<file path="src/hdl/formatter_pkg.sv">
// formatter_pkg: constants shared by the pixel component formatter.
// assumes one 100 MHz clock domain and a plain register port.
package formatter_pkg;

  // clock rate, kept for reference by users of the block
  localparam int unsigned CLK_PERIOD_NS = 10;

  // register offsets (byte addresses, one word each)
  localparam logic [7:0] FMT_CTRL_OFS   = 8'h00;
  localparam logic [7:0] EXT_CSR_OFS    = 8'h04;
  localparam logic [7:0] TEST_CSR_OFS   = 8'h08;
  localparam logic [7:0] STAMP_CSR_OFS  = 8'h0c;
  localparam logic [7:0] CRC_CSR_OFS    = 8'h10;
  localparam logic [7:0] STATUS_OFS     = 8'h14;
  localparam logic [7:0] LAST_CRC_OFS   = 8'h18;
  localparam logic [7:0] LAST_STAMP_OFS = 8'h1c;

  // field positions
  localparam int unsigned WIDE_BIT     = 0;  // format ctrl: 16-bit mode
  localparam int unsigned VFMT_LSB     = 4;  // format ctrl: video format
  localparam int unsigned ENABLE_BIT   = 0;  // every feature csr
  localparam int unsigned PATTERN_BIT  = 1;  // test csr: 0 ramp, 1 white

  // values
  localparam logic [2:0]  VFMT_SCALABLE = 3'h7;
  localparam logic [2:0]  VFMT_RESET    = 3'h0;
  localparam logic [7:0]  CHROMA_ZERO   = 8'h80;
  localparam logic [11:0] WHITE_LEVEL   = 12'hfff;
  localparam logic [31:0] CRC_INIT      = 32'hffffffff;
  localparam logic [31:0] CRC_POLY_REV  = 32'hedb88320;

  // trailer record: identifier bytes then payload bytes, low byte first
  localparam logic [5:0] GUID_BYTES  = 6'h10;
  localparam logic [5:0] REC_LAST    = 6'h13;

  // feature identifiers; values are arbitrary
  localparam logic [127:0] GUID_STAMP = 128'h0123456789abcdef0011223344556677;
  localparam logic [127:0] GUID_CRC   = 128'h89abcdef0123456776655443322110ff;

  typedef enum logic [0:0] {
    S_PIX = 1'b0,
    S_TRL = 1'b1
  } fmt_state_e;

endpackage : formatter_pkg

</file>
<file path="src/hdl/pixel_component_formatter.sv">
// pixel_component_formatter: turns captured components into output bytes
// and appends per-image trailer records (time stamp, checksum).
// assumes sensor, time base and register port all run on clock.
//
// Summary of operation
// - 8-bit mono/raw: byte value equals signal level 0..255.
// - chroma: offset binary, 0x80 is zero, 0xff +127, 0x00 -128.
// - 16-bit mode: unsigned word, low byte sent before high byte.
// - 16-bit mode: 12 signal bits, largest word 0x0fff (4095).
// - test image enabled: generated pattern replaces captured data.
// - time stamp enabled: bus cycle time taken at exposure start.
// - checksum enabled: crc computed over every transmitted image.
// - stamp and checksum trail the pixel data of their image.
// - each appended record carries its feature's 128-bit identifier.
// - one control register per feature holds enable and parameters.
// - extended stream disabled: no appended results at all.
// - records appended only in scalable format 7.
//
// The placing of the registers and strobed register access were chosen for this implementation.
`timescale 1ns/1ns
module pixel_component_formatter (
  input  wire logic        clock,
  input  wire logic        reset_n,
  // captured components; chroma level is two's complement in [11:4]
  input  wire logic        in_valid,
  input  wire logic [11:0] in_level,
  input  wire logic        in_chroma,
  input  wire logic        in_first,
  input  wire logic        in_last,
  output logic             in_ready,
  // time base
  input  wire logic        exposure_start,
  input  wire logic [31:0] cycle_time,
  // byte stream toward the host link
  output logic             out_valid,
  output logic [7:0]       out_data,
  output logic             out_last,
  input  wire logic        out_ready,
  // register port
  input  wire logic [7:0]  reg_addr,
  input  wire logic [31:0] reg_wdata,
  input  wire logic        reg_wr,
  input  wire logic        reg_rd,
  output logic [31:0]      reg_rdata
);
  import formatter_pkg::*;

  fmt_state_e  state_r;
  logic        wide_r;
  logic [2:0]  vfmt_r;
  logic        ext_en_r;
  logic        test_en_r;
  logic        test_white_r;
  logic        stamp_en_r;
  logic        crc_en_r;
  logic        in_ready_r;
  logic        out_valid_r;
  logic [7:0]  out_data_r;
  logic        out_last_r;
  logic [31:0] rdata_r;
  logic        hi_pend_r;
  logic [7:0]  hi_byte_r;
  logic        hi_last_r;
  logic        frm_test_r;
  logic        frm_stamp_r;
  logic        frm_crc_r;
  logic [11:0] pattern_r;
  logic [31:0] stamp_cap_r;
  logic [31:0] frm_time_r;
  logic [31:0] crc_r;
  logic [5:0]  trl_idx_r;
  logic        rec_r;
  logic [31:0] last_crc_r;
  logic [31:0] last_stamp_r;
  logic [15:0] frames_r;
  logic        slot_free;
  logic        fire;
  logic        hi_load;
  logic        trl_load;
  logic        trl_done;
  logic        live_app;
  logic        f_test;
  logic        f_stamp;
  logic        f_crc;
  logic        f_app;
  logic [11:0] pat_cur;
  logic [11:0] level;
  logic [7:0]  lo_byte;
  logic [7:0]  trl_byte;
  logic [127:0] guid_cur;
  logic [31:0] payload;
  // crc-32, reflected, one byte per call
  function automatic logic [31:0] crc_byte(input logic [31:0] c,
                                           input logic [7:0]  d);
    logic [31:0] x;
    x = c ^ {24'h000000, d};
    for (int i = 0; i < 8; i++) begin
      x = x[0] ? ((x >> 1) ^ CRC_POLY_REV) : (x >> 1);
    end
    return x;
  endfunction : crc_byte
  // handshake terms; in_ready only rises when the slot is known empty
  assign slot_free = !out_valid_r || out_ready;
  assign fire      = in_valid && in_ready_r;
  assign hi_load   = (state_r == S_PIX) && hi_pend_r && slot_free;
  assign trl_load  = (state_r == S_TRL) && slot_free;
  assign trl_done  = (trl_idx_r == REC_LAST) && (rec_r || !frm_crc_r);
  // feature set is frozen at an image's first component
  assign live_app = ext_en_r && (vfmt_r == VFMT_SCALABLE);
  assign f_test   = in_first ? test_en_r : frm_test_r;
  assign f_stamp  = in_first ? (live_app && stamp_en_r) : frm_stamp_r;
  assign f_crc    = in_first ? (live_app && crc_en_r) : frm_crc_r;
  assign f_app    = f_stamp || f_crc;
  // ramp restarts on every image so each test frame is identical
  assign pat_cur = test_white_r ? WHITE_LEVEL
                 : (in_first ? 12'h000 : pattern_r);
  assign level   = f_test ? pat_cur : in_level;
  // component byte mapping for the low (or only) byte
  assign lo_byte = wide_r    ? level[7:0]
                 : in_chroma ? {~level[11], level[10:4]}
                 : level[11:4];

  // trailer byte: identifier first, then payload, both low byte first
  assign guid_cur = rec_r ? GUID_CRC : GUID_STAMP;
  assign payload  = rec_r ? ~crc_r : frm_time_r;
  assign trl_byte = (trl_idx_r < GUID_BYTES)
                  ? guid_cur[{trl_idx_r[3:0], 3'b000} +: 8]
                  : payload[{trl_idx_r[1:0], 3'b000} +: 8];

  // register writes
  always_ff @(posedge clock or negedge reset_n) begin
    if (!reset_n) begin
      wide_r       <= 1'b0;
      vfmt_r       <= VFMT_RESET;
      ext_en_r     <= 1'b0;
      test_en_r    <= 1'b0;
      test_white_r <= 1'b0;
      stamp_en_r   <= 1'b0;
      crc_en_r     <= 1'b0;
    end else if (reg_wr) begin
      unique case (reg_addr)
        FMT_CTRL_OFS: begin
          wide_r <= reg_wdata[WIDE_BIT];
          vfmt_r <= reg_wdata[VFMT_LSB +: 3];
        end
        EXT_CSR_OFS:   ext_en_r   <= reg_wdata[ENABLE_BIT];
        TEST_CSR_OFS: begin
          test_en_r    <= reg_wdata[ENABLE_BIT];
          test_white_r <= reg_wdata[PATTERN_BIT];
        end
        STAMP_CSR_OFS: stamp_en_r <= reg_wdata[ENABLE_BIT];
        CRC_CSR_OFS:   crc_en_r   <= reg_wdata[ENABLE_BIT];
        default: ;
      endcase
    end
  end

  // register reads, answered one cycle later; unmapped reads give zero
  always_ff @(posedge clock or negedge reset_n) begin
    if (!reset_n) begin
      rdata_r <= 32'h00000000;
    end else if (reg_rd) begin
      unique case (reg_addr)
        FMT_CTRL_OFS:   rdata_r <= {25'h0, vfmt_r, 3'h0, wide_r};
        EXT_CSR_OFS:    rdata_r <= {31'h0, ext_en_r};
        TEST_CSR_OFS:   rdata_r <= {30'h0, test_white_r, test_en_r};
        STAMP_CSR_OFS:  rdata_r <= {31'h0, stamp_en_r};
        CRC_CSR_OFS:    rdata_r <= {31'h0, crc_en_r};
        STATUS_OFS:     rdata_r <= {frames_r, 14'h0, hi_pend_r, state_r};
        LAST_CRC_OFS:   rdata_r <= last_crc_r;
        LAST_STAMP_OFS: rdata_r <= last_stamp_r;
        default:        rdata_r <= 32'h00000000;
      endcase
    end else begin
      rdata_r <= 32'h00000000;
    end
  end

  // per-image feature snapshot and test pattern position
  always_ff @(posedge clock or negedge reset_n) begin
    if (!reset_n) begin
      frm_test_r  <= 1'b0;
      frm_stamp_r <= 1'b0;
      frm_crc_r   <= 1'b0;
      pattern_r   <= 12'h000;
    end else if (fire) begin
      frm_test_r  <= f_test;
      frm_stamp_r <= f_stamp;
      frm_crc_r   <= f_crc;
      pattern_r   <= pat_cur + 12'h001;
    end
  end

  // exposure time capture; a stamp belongs to the next image begun
  always_ff @(posedge clock or negedge reset_n) begin
    if (!reset_n) begin
      stamp_cap_r <= 32'h00000000;
      frm_time_r  <= 32'h00000000;
    end else begin
      if (exposure_start) begin
        stamp_cap_r <= cycle_time;
      end
      if (fire && in_first) begin
        frm_time_r <= exposure_start ? cycle_time : stamp_cap_r;
      end
    end
  end

  // checksum over every pixel byte handed to the link
  always_ff @(posedge clock or negedge reset_n) begin
    if (!reset_n) begin
      crc_r <= CRC_INIT;
    end else if (fire) begin
      crc_r <= crc_byte(in_first ? CRC_INIT : crc_r, lo_byte);
    end else if (hi_load) begin
      crc_r <= crc_byte(crc_r, hi_byte_r);
    end
  end

  // pending high byte of a 16-bit component
  always_ff @(posedge clock or negedge reset_n) begin
    if (!reset_n) begin
      hi_pend_r <= 1'b0;
      hi_byte_r <= 8'h00;
      hi_last_r <= 1'b0;
    end else if (fire && wide_r) begin
      hi_pend_r <= 1'b1;
      hi_byte_r <= {4'h0, level[11:8]};
      hi_last_r <= in_last;
    end else if (hi_load) begin
      hi_pend_r <= 1'b0;
    end
  end

  // phase: pixel bytes, then trailer records when any are due
  always_ff @(posedge clock or negedge reset_n) begin
    if (!reset_n) begin
      state_r   <= S_PIX;
      trl_idx_r <= 6'h00;
      rec_r     <= 1'b0;
    end else begin
      unique case (state_r)
        S_PIX: begin
          trl_idx_r <= 6'h00;
          rec_r     <= !f_stamp;
          if (fire && in_last && !wide_r && f_app) begin
            state_r <= S_TRL;
          end else if (hi_load && hi_last_r
                       && (frm_stamp_r || frm_crc_r)) begin
            state_r <= S_TRL;
            rec_r   <= !frm_stamp_r;
          end
        end
        S_TRL: begin
          if (trl_load) begin
            if (trl_done) begin
              state_r <= S_PIX;
            end else if (trl_idx_r == REC_LAST) begin
              trl_idx_r <= 6'h00;
              rec_r     <= 1'b1;
            end else begin
              trl_idx_r <= trl_idx_r + 6'h01;
            end
          end
        end
      endcase
    end
  end

  // output byte slot; the block loads it only when it is empty or its byte is taken at the same edge
  always_ff @(posedge clock or negedge reset_n) begin
    if (!reset_n) begin
      out_valid_r <= 1'b0;
      out_data_r  <= 8'h00;
      out_last_r  <= 1'b0;
    end else if (fire) begin
      out_valid_r <= 1'b1;
      out_data_r  <= lo_byte;
      out_last_r  <= in_last && !wide_r && !f_app;
    end else if (hi_load) begin
      out_valid_r <= 1'b1;
      out_data_r  <= hi_byte_r;
      out_last_r  <= hi_last_r && !(frm_stamp_r || frm_crc_r);
    end else if (trl_load) begin
      out_valid_r <= 1'b1;
      out_data_r  <= trl_byte;
      out_last_r  <= trl_done;
    end else if (out_ready) begin
      out_valid_r <= 1'b0;
      out_last_r  <= 1'b0;
    end
  end

  // ready is registered, so it is only raised for a slot that is free
  always_ff @(posedge clock or negedge reset_n) begin
    if (!reset_n) begin
      in_ready_r <= 1'b0;
    end else begin
      in_ready_r <= (state_r == S_PIX) && !fire && !hi_pend_r && slot_free;
    end
  end
  // results of the last finished image, and image count
  always_ff @(posedge clock or negedge reset_n) begin
    if (!reset_n) begin
      last_crc_r   <= 32'h00000000;
      last_stamp_r <= 32'h00000000;
      frames_r     <= 16'h0000;
    end else if (out_valid_r && out_ready && out_last_r) begin
      last_crc_r   <= ~crc_r;
      last_stamp_r <= frm_time_r;
      frames_r     <= frames_r + 16'h0001;
    end
  end

  assign in_ready  = in_ready_r;
  assign out_valid = out_valid_r;
  assign out_data  = out_data_r;
  assign out_last  = out_last_r;
  assign reg_rdata = rdata_r;
endmodule : pixel_component_formatter

</file>
<file path="config.mk">
export PLATFORM = sky130hd
export DESIGN_NAME = pixel_component_formatter
export DESIGN_NICKNAME = d
export VERILOG_FILES = /design/src/hdl/formatter_pkg.sv /design/src/hdl/pixel_component_formatter.sv
export SDC_FILE = /design/constraint.sdc
export NUM_CORES = 1
export LEC_CHECK = 0
export BUFFER_PORTS_ARGS = -buffer_cell sky130_fd_sc_hd__buf_2
export CAP_MARGIN = 25
export CORE_AREA = 2 2 139 209
export CTS_BUF_LIST = sky130_fd_sc_hd__clkbuf_4
export CTS_CLUSTER_SIZE = 28
export DETAILED_ROUTE_END_ITERATION = 16
export DIE_AREA = 0 0 141 211
export PLACE_DENSITY = 0.71
export SETUP_SLACK_MARGIN = 0.2
export SLEW_MARGIN = 20
export SYNTH_ARGS = -nofsm -noshare
export SYNTH_HDL_FRONTEND = slang
export SYNTH_SLANG_ARGS = --single-unit
export TNS_END_PERCENT = 100
</file>
<file path="constraint.sdc">
create_clock -name clock -period 2.4 [get_ports clock]
set_clock_uncertainty 0.1 [all_clocks]
set_input_delay 0.6 -clock clock [delete_from_list [all_inputs] [get_ports clock]]
set_output_delay 0.6 -clock clock [all_outputs]
set_load 0.05 [all_outputs]
</file>
==> impl_metrics.tcl, run 1 <==
set metrics [dict create \
    crit-reg2reg-launch "test_white_r" \
    clock_power_share_pct 18.5 \
    root_buffer "clkbuf_4" \
    crit_path_end_kind "register" \
    reg2reg_depth 12 \
    max-cap-violations 0 \
    yosysMostFrequentCell "nand2_1" \
    yosysTopAreaCell "dfrtp_1" \
    netlist_top_cells_count "nand2_1 (279), dfrtp_1 (225), nor2_1 (140)" \
    setup_viol 20 \
    drtIter0Drc 787 \
    synth_edf_count 0 \
    critPathBufInv 4 \
    layout_setup_ws_ns -0.138 \
    cp_cell_sequence "buf_12, nor3b_2, buf_4, o32ai_4, mux2i_4, xnor2_4, buf_12, xor2_4, buf_12, xnor2_1, xnor2_1, o21ai_1" \
    p_total_uw 19000 \
    fp.dieH_um 211 \
    die_w_um 141 \
    drt-total-wl_um 41700 \
    finalHoldViolations 0 \
    cp_max_fo 13 \
    p_switching_uw 7370 \
    slowest_delay_ns 0.46 \
    final_cells 2108 \
    sw_frac_of_total_pct 38.8 \
    dp_cells 1928 \
    grt_pass1_vias 12000 \
    ys_top_cells_by_area "dfrtp_1 (41%), nand2_1 (7.6%), xnor2_1 (6.5%)" \
    antenna_found_initial 1 \
    slew_violations 0 \
    timing.critical_path.slowest_stage_cell "dfrtp_2" \
    grt_overflow 0 \
    dp_hpwl_um 29500 \
    dieArea_um2 29800 \
    final_layout_size_suffix_gt1_share_pct 34.8 \
    violations "negative setup slack" \
    gp_congestion 0.964 \
    fin_crit_ns 2.54 \
    hold_depth 2 \
    drc 0 \
    post_drt_wl_per_cell_um 19.8 \
    rows 75 \
    hold_end "stamp_cap_r[3]" \
    cts_max_level 2 \
    synth.cell_area_um2 13800 \
    min_path_type "in -> reg" \
    cts.sinks 257 \
    synth_nets 1513 \
    hold_slack_ns 0.0371 \
    p_leak_uw 0.00807 \
    fin_nets 1820 \
    grt_pass1_wl_um 64900 \
    num_io_pins 137 \
    p_int_uw 11600 \
    final.period_utilization_pct 106 \
    cp.arrival_ns 3.09 \
    vias_per_cell 5.70 \
    cts_tree "done" \
    netlist_instances 1410 \
    critPathLaunchType "register" \
    ys_ff_latch 257 \
    min_from "cycle_time[3]" \
    core_um2 27900 \
    synth_area_per_cell_um2 9.80 \
    yosysTopAreaCellShare_pct 40.7 \
    path_class "reg -> reg" \
    start_util_pct 49.6 \
    rsz0062_at_grt "true" \
    seq_area_frac_synth_pct 46.8 \
    area_delta_synth_final_pct 30.3 \
    ys.flop_type "dfrtp_1" \
    required_ns 2.95 \
    synth_cell_types 67 \
    grt.total_usage_pct 28.0 \
    max_clock_freq_mhz 394 \
    critPathTopFamily "XOR/XNOR gates" \
    antenna_left 0 \
    synthArstFlopShare_pct 100 \
    r2r_slack_ns -0.14 \
    clk_pin_slew_ns 0.07 \
    slew-limit-headroom_pct 56.5 \
    ir_worst_vdd_mv 0.653 \
    vias 12000 \
    comb_power_share_pct 45.9 \
    worstMarginPinSlew_ns 0.648 \
    grt_max_degree 68 \
    yosysWarningCount 0 \
    clkLatencyLatePin_ns 0.76 \
    status "finished, violations left" \
    r2r-end "crc_r[18]" \
    p_seq_share_pct 35.6 \
    cts_buffer_depth 3 \
    path_common_cell "buf_12" \
    power.density_nw_per_um2 1050 \
    portBuffers 109 \
    cts_inserted_buffers 60 \
    firstDrtPassIters 6 \
]
## state kept, by name, indices dropped and copies added (netlist names), 3 cells and up
name / cells
last_crc_r: 32
crc_r: 32
out_data: 8
hi_byte_r: 4
pattern_r: 12
stamp_cap_r: 32
frm_time_r: 32
last_stamp_r: 32
vfmt_r: 3
reg_rdata: 32
trl_idx_r: 6
frames_r: 16
## placed cells by master (no fill, tap or decap), drive strengths merged, types with 45 or more instances in the layout
cell type,instances
clkbuf,76
buf,300
mux2,48
xnor2,115
a21oi,52
xor2,45
o21ai,105
nand2,279
nor2,140
dfrtp,225
## layout make-up
class,count,area (um^2)
clock inverters,32,195
repair buffers,336,2750
clock buffers,74,556
multi-input cells,1037,7470
inverters,25,110
well taps,346,433
fillers,2179,9870
diodes,1,2.50
flip-flops and latches,257,6480
## logic make-up after synthesis
logic type | synth area share, %
DFF | 46.8
muxes | 7.15
AOI/OAI and AO/OA | 13.8
adders and majority gates | 0.815
buffers and inverters | 3.40
and+or+nand+nor | 15.8
xor gates and xnor gates | 12.1
## power groups by stage
stage               clock network (uW)  registers (uW)  logic (uW)
CTS                               3580            6690        8270
detailed placement                   0            6760        7830
global placement                     0            6730        7670
finish                            3510            6750        8720
global route                      3770            6850        9390
floorplan                            0            6460        5370
## layer usage
| metal | global-route usage (%) | wire, um | vias up |
|---|---|---|---|
| li1 | - | - | 5488 |
| met1 | 32.1 | 15100 | 5882 |
| met2 | 49.3 | 21500 | 499 |
| met3 | 4.60 | 2400 | 153 |
| met4 | 16.2 | 2680 | 0 |
| met5 | 0 | 0 | - |
## worst reg2reg max path: cells and delay by family, from the launching register on
kind | cells | cell delay (ns)
muxes | 1 | 0.27
DFF | 1 | 0.46
AOI/OAI and AO/OA | 2 | 0.24
xor gates and xnor gates | 4 | 0.64
and+or+nand+nor | 1 | 0.17
buffers and inverters | 4 | 0.61
## metrics by stage
stage,area (um^2),util [%],setup slack [ns],TNS (ns)
floorplan,14000,-,-0.124,-1.40
global placement,15900,57.1,-0.378,-9.03
detailed placement,15900,57.1,-0.441,-10.91
CTS,17400,62.3,-0.0893,-0.589
global route,18000,64.6,-0.241,-4.07
finish,18000,64.6,-0.138,-1.24
## timing repair
action / 4_1_cts / 5_1_grt
pin swaps: 13 / 49
resized for setup: 38 / 97
setup endpoints to repair: 40 / 40
hold buffers: 34 / 0
gates cloned: 0 / 2
endpoints found under the hold margin: 76 / 0
buffers inserted: 16 / 21
## worst max path at each step
stage	from	to	slack [ns]	cells after the start
2_1_floorplan	in_first	crc_r[7]	-0.12	10
3_3_place_gp	in_first	crc_r[23]	-0.38	11
3_5_place_dp	in_first	crc_r[20]	-0.44	11
4_1_cts	test_white_r	crc_r[26]	-0.09	11
5_1_grt	test_white_r	crc_r[18]	-0.24	12
6_report	test_white_r	crc_r[18]	-0.14	12
Power figures use the tool's default switching activity.
==> inputs of run 2 (changes only) <==
--- a/config.mk
+++ b/config.mk
@@ -13,6 +13,7 @@
 export DETAILED_ROUTE_END_ITERATION = 16
 export DIE_AREA = 0 0 141 211
 export PLACE_DENSITY = 0.71
+export REMOVE_ABC_BUFFERS = 1
 export SETUP_SLACK_MARGIN = 0.2
 export SLEW_MARGIN = 20
 export SYNTH_ARGS = -nofsm -noshare
==> run 2 against run 1 <==
  * The run still ends with negative setup slack left
  * Sequential share of layout area up 0.58 points
  * Register-to-register slack better by 0.04 ns
  * Clock-buffer cell count up 19
  * Clock power up 15%
  * Critical path depth down 2
==> impl_metrics.tcl, run 2 (synthesized netlist as in run 1, its figures left out) <==
set metrics [dict create \
    fin_area_um2 17700 \
    required_ns 2.92 \
    final_util_pct 63.5 \
    hold_slack_ns 0.0423 \
    reg2reg_depth 10 \
    violations "negative setup slack" \
    cts.sinks 257 \
    cp_cell_sequence "buf_12, nor3b_2, o32ai_4, mux2i_4, xnor2_4, buf_6, xor2_4, xor2_2, xnor2_1, o21ai_1" \
    vias_per_cell 5.66 \
    mostFrequentLayoutCells "nand2_1 (277), dfrtp_1 (221), buf_4 (134), nor2_1 (131), buf_2 (107)" \
    path_class "reg -> reg" \
    power.density_nw_per_um2 1110 \
    core_um2 27900 \
    cts_max_level 3 \
    cts_tree "done" \
    post_drt_wl_per_cell_um 19.9 \
    drc 0 \
    hold_depth 2 \
    gr-usage-met3_pct 5.03 \
    final_common_cell "nand2_1" \
    start_util_pct 49.6 \
    fillers 2270 \
    cp_max_fo 12 \
    layout_setup_ws_ns -0.0986 \
    area_delta_synth_final_pct 28.1 \
    max_clock_freq_mhz 400 \
    min_path_type "in -> reg" \
    p_total_uw 19600 \
    num_io_pins 137 \
    timing.critical_path.slowest_stage_cell "dfrtp_2" \
    cts_buffer_depth 3 \
    rsz0062_at_grt "true" \
    worstMarginPinSlew_ns 0.571 \
    die_w_um 141 \
    setup_viol 20 \
    critPathBufInv 2 \
    slew-limit-headroom_pct 62.0 \
    cts_inserted_buffers 67 \
    final.period_utilization_pct 104 \
    drt-total-wl_um 41500 \
    status "finished, violations left" \
    root_buffer "clkbuf_4" \
    placed_area_um2 15900 \
    ir_worst_vdd_mv 0.548 \
    cp.arrival_ns 3.02 \
    max-cap-violations 0 \
    antenna_left 0 \
    portBuffers 109 \
    rows 75 \
    slew_violations 0 \
    firstDrtPassIters 5 \
    clk_pin_slew_ns 0.07 \
    fin_nets 1790 \
    met1_usage_pct 32.8 \
    final_layout_size_suffix_gt1_share_pct 34.8 \
    drtIter0Drc 832 \
    grt_overflow 0 \
    p_leak_uw 0.00798 \
    slowest_delay_ns 0.44 \
    grt_max_degree 69 \
    vias 11800 \
    met2_usage_pct 50.0 \
    critPathLaunchType "register" \
    fin_crit_ns 2.50 \
    grt_pass1_vias 12100 \
    grt_pass1_wl_um 65300 \
    top_usage_layer "met2" \
    critPathTopFamily "XOR/XNOR gates" \
    antenna_found_initial 1 \
    finalHoldViolations 0 \
    dieArea_um2 29800 \
    gp_congestion 0.970 \
    crit_path_end_kind "register" \
    grt.total_usage_pct 28.3 \
    dp_hpwl_um 29300 \
    fp.dieH_um 211 \
    clkLatencyLatePin_ns 0.72 \
    cp_num_cells 10 \
]
run 2: cell count changes in the layout (fill, tap and decap cells not counted), moves of 8 or more:
cell,before,now
clkinv_2,11,3
dlygate4sd3_1,34,5
buf_6,16,24
o21ai_0,77,86
buf_4,151,134
clkbuf_4,74,94
run 2: final timing paths:
path | to | from | slack, ns
max in group asynchronous | crc_r[9] | reset_n | 1.14
hold / removal | stamp_cap_r[1] | cycle_time[1] | 0.04
min in group asynchronous | last_crc_r[15] | reset_n | 0.29
setup / recovery | crc_r[23] | test_white_r | -0.1
hold reg to reg | last_stamp_r[14] | last_stamp_r[14] | 0.38
setup reg to reg | crc_r[23] | test_white_r | -0.1
run 2: worst reg2reg max path, cell delays in order (launching register included):
cell and delay (ns):
dfrtp_2 0.44, buf_12 0.17, nor3b_2 0.29, o32ai_4 0.14
mux2i_4 0.25, xnor2_4 0.20, buf_6 0.17, xor2_4 0.20
xor2_2 0.22, xnor2_1 0.10, o21ai_1 0.14
run 2: stage by stage:
step / setup TNS [ns] / setup WS, ns / cells
3_5_place_dp: -13.47 / -0.500 / 1931
3_3_place_gp: -11.97 / -0.439 / 1931
2_1_floorplan: -103.50 / -1.01 / 1319
5_1_grt: -3.73 / -0.223 / 2087
6_report: -0.793 / -0.0986 / 2087
4_1_cts: -0.790 / -0.0813 / 2069
run 2: per-layer routing:
layer | part of all wire [%] | wire length (um)
met5 | 0 | 0
met2 | 52 | 21800
met4 | 5.0 | 2060
met1 | 37 | 15400
met3 | 5.4 | 2250
run 2: area by class of cell:
class	count	area [um^2]	share of cell area, %
flip-flops and latches	257	6480	36.6
clock inverters	29	191	1.08
repair buffers	299	2430	13.7
multi-input cells	1037	7370	41.6
well taps	346	433	2.45
diodes	1	2.50	0.0141
inverters	25	103	0.580
clock buffers	93	698	3.94
run 2: repair_timing:
item                                   in CTS  in global routing
setup endpoints to repair                  37                 43
resized for setup                          42                 85
setup buffers                              11                 14
cloned                                      0                  3
pin swaps                                  17                 40
endpoints found under the hold margin      38                  0
hold buffers                                5                  0
run 2: report_power, final:
part           internal, uW  switching (uW)  total (uW)  leakage (uW)
clock network          2130            1900        4030      0.000521
logic                  4400            4460        8860       0.00423
registers              5650            1080        6730       0.00322
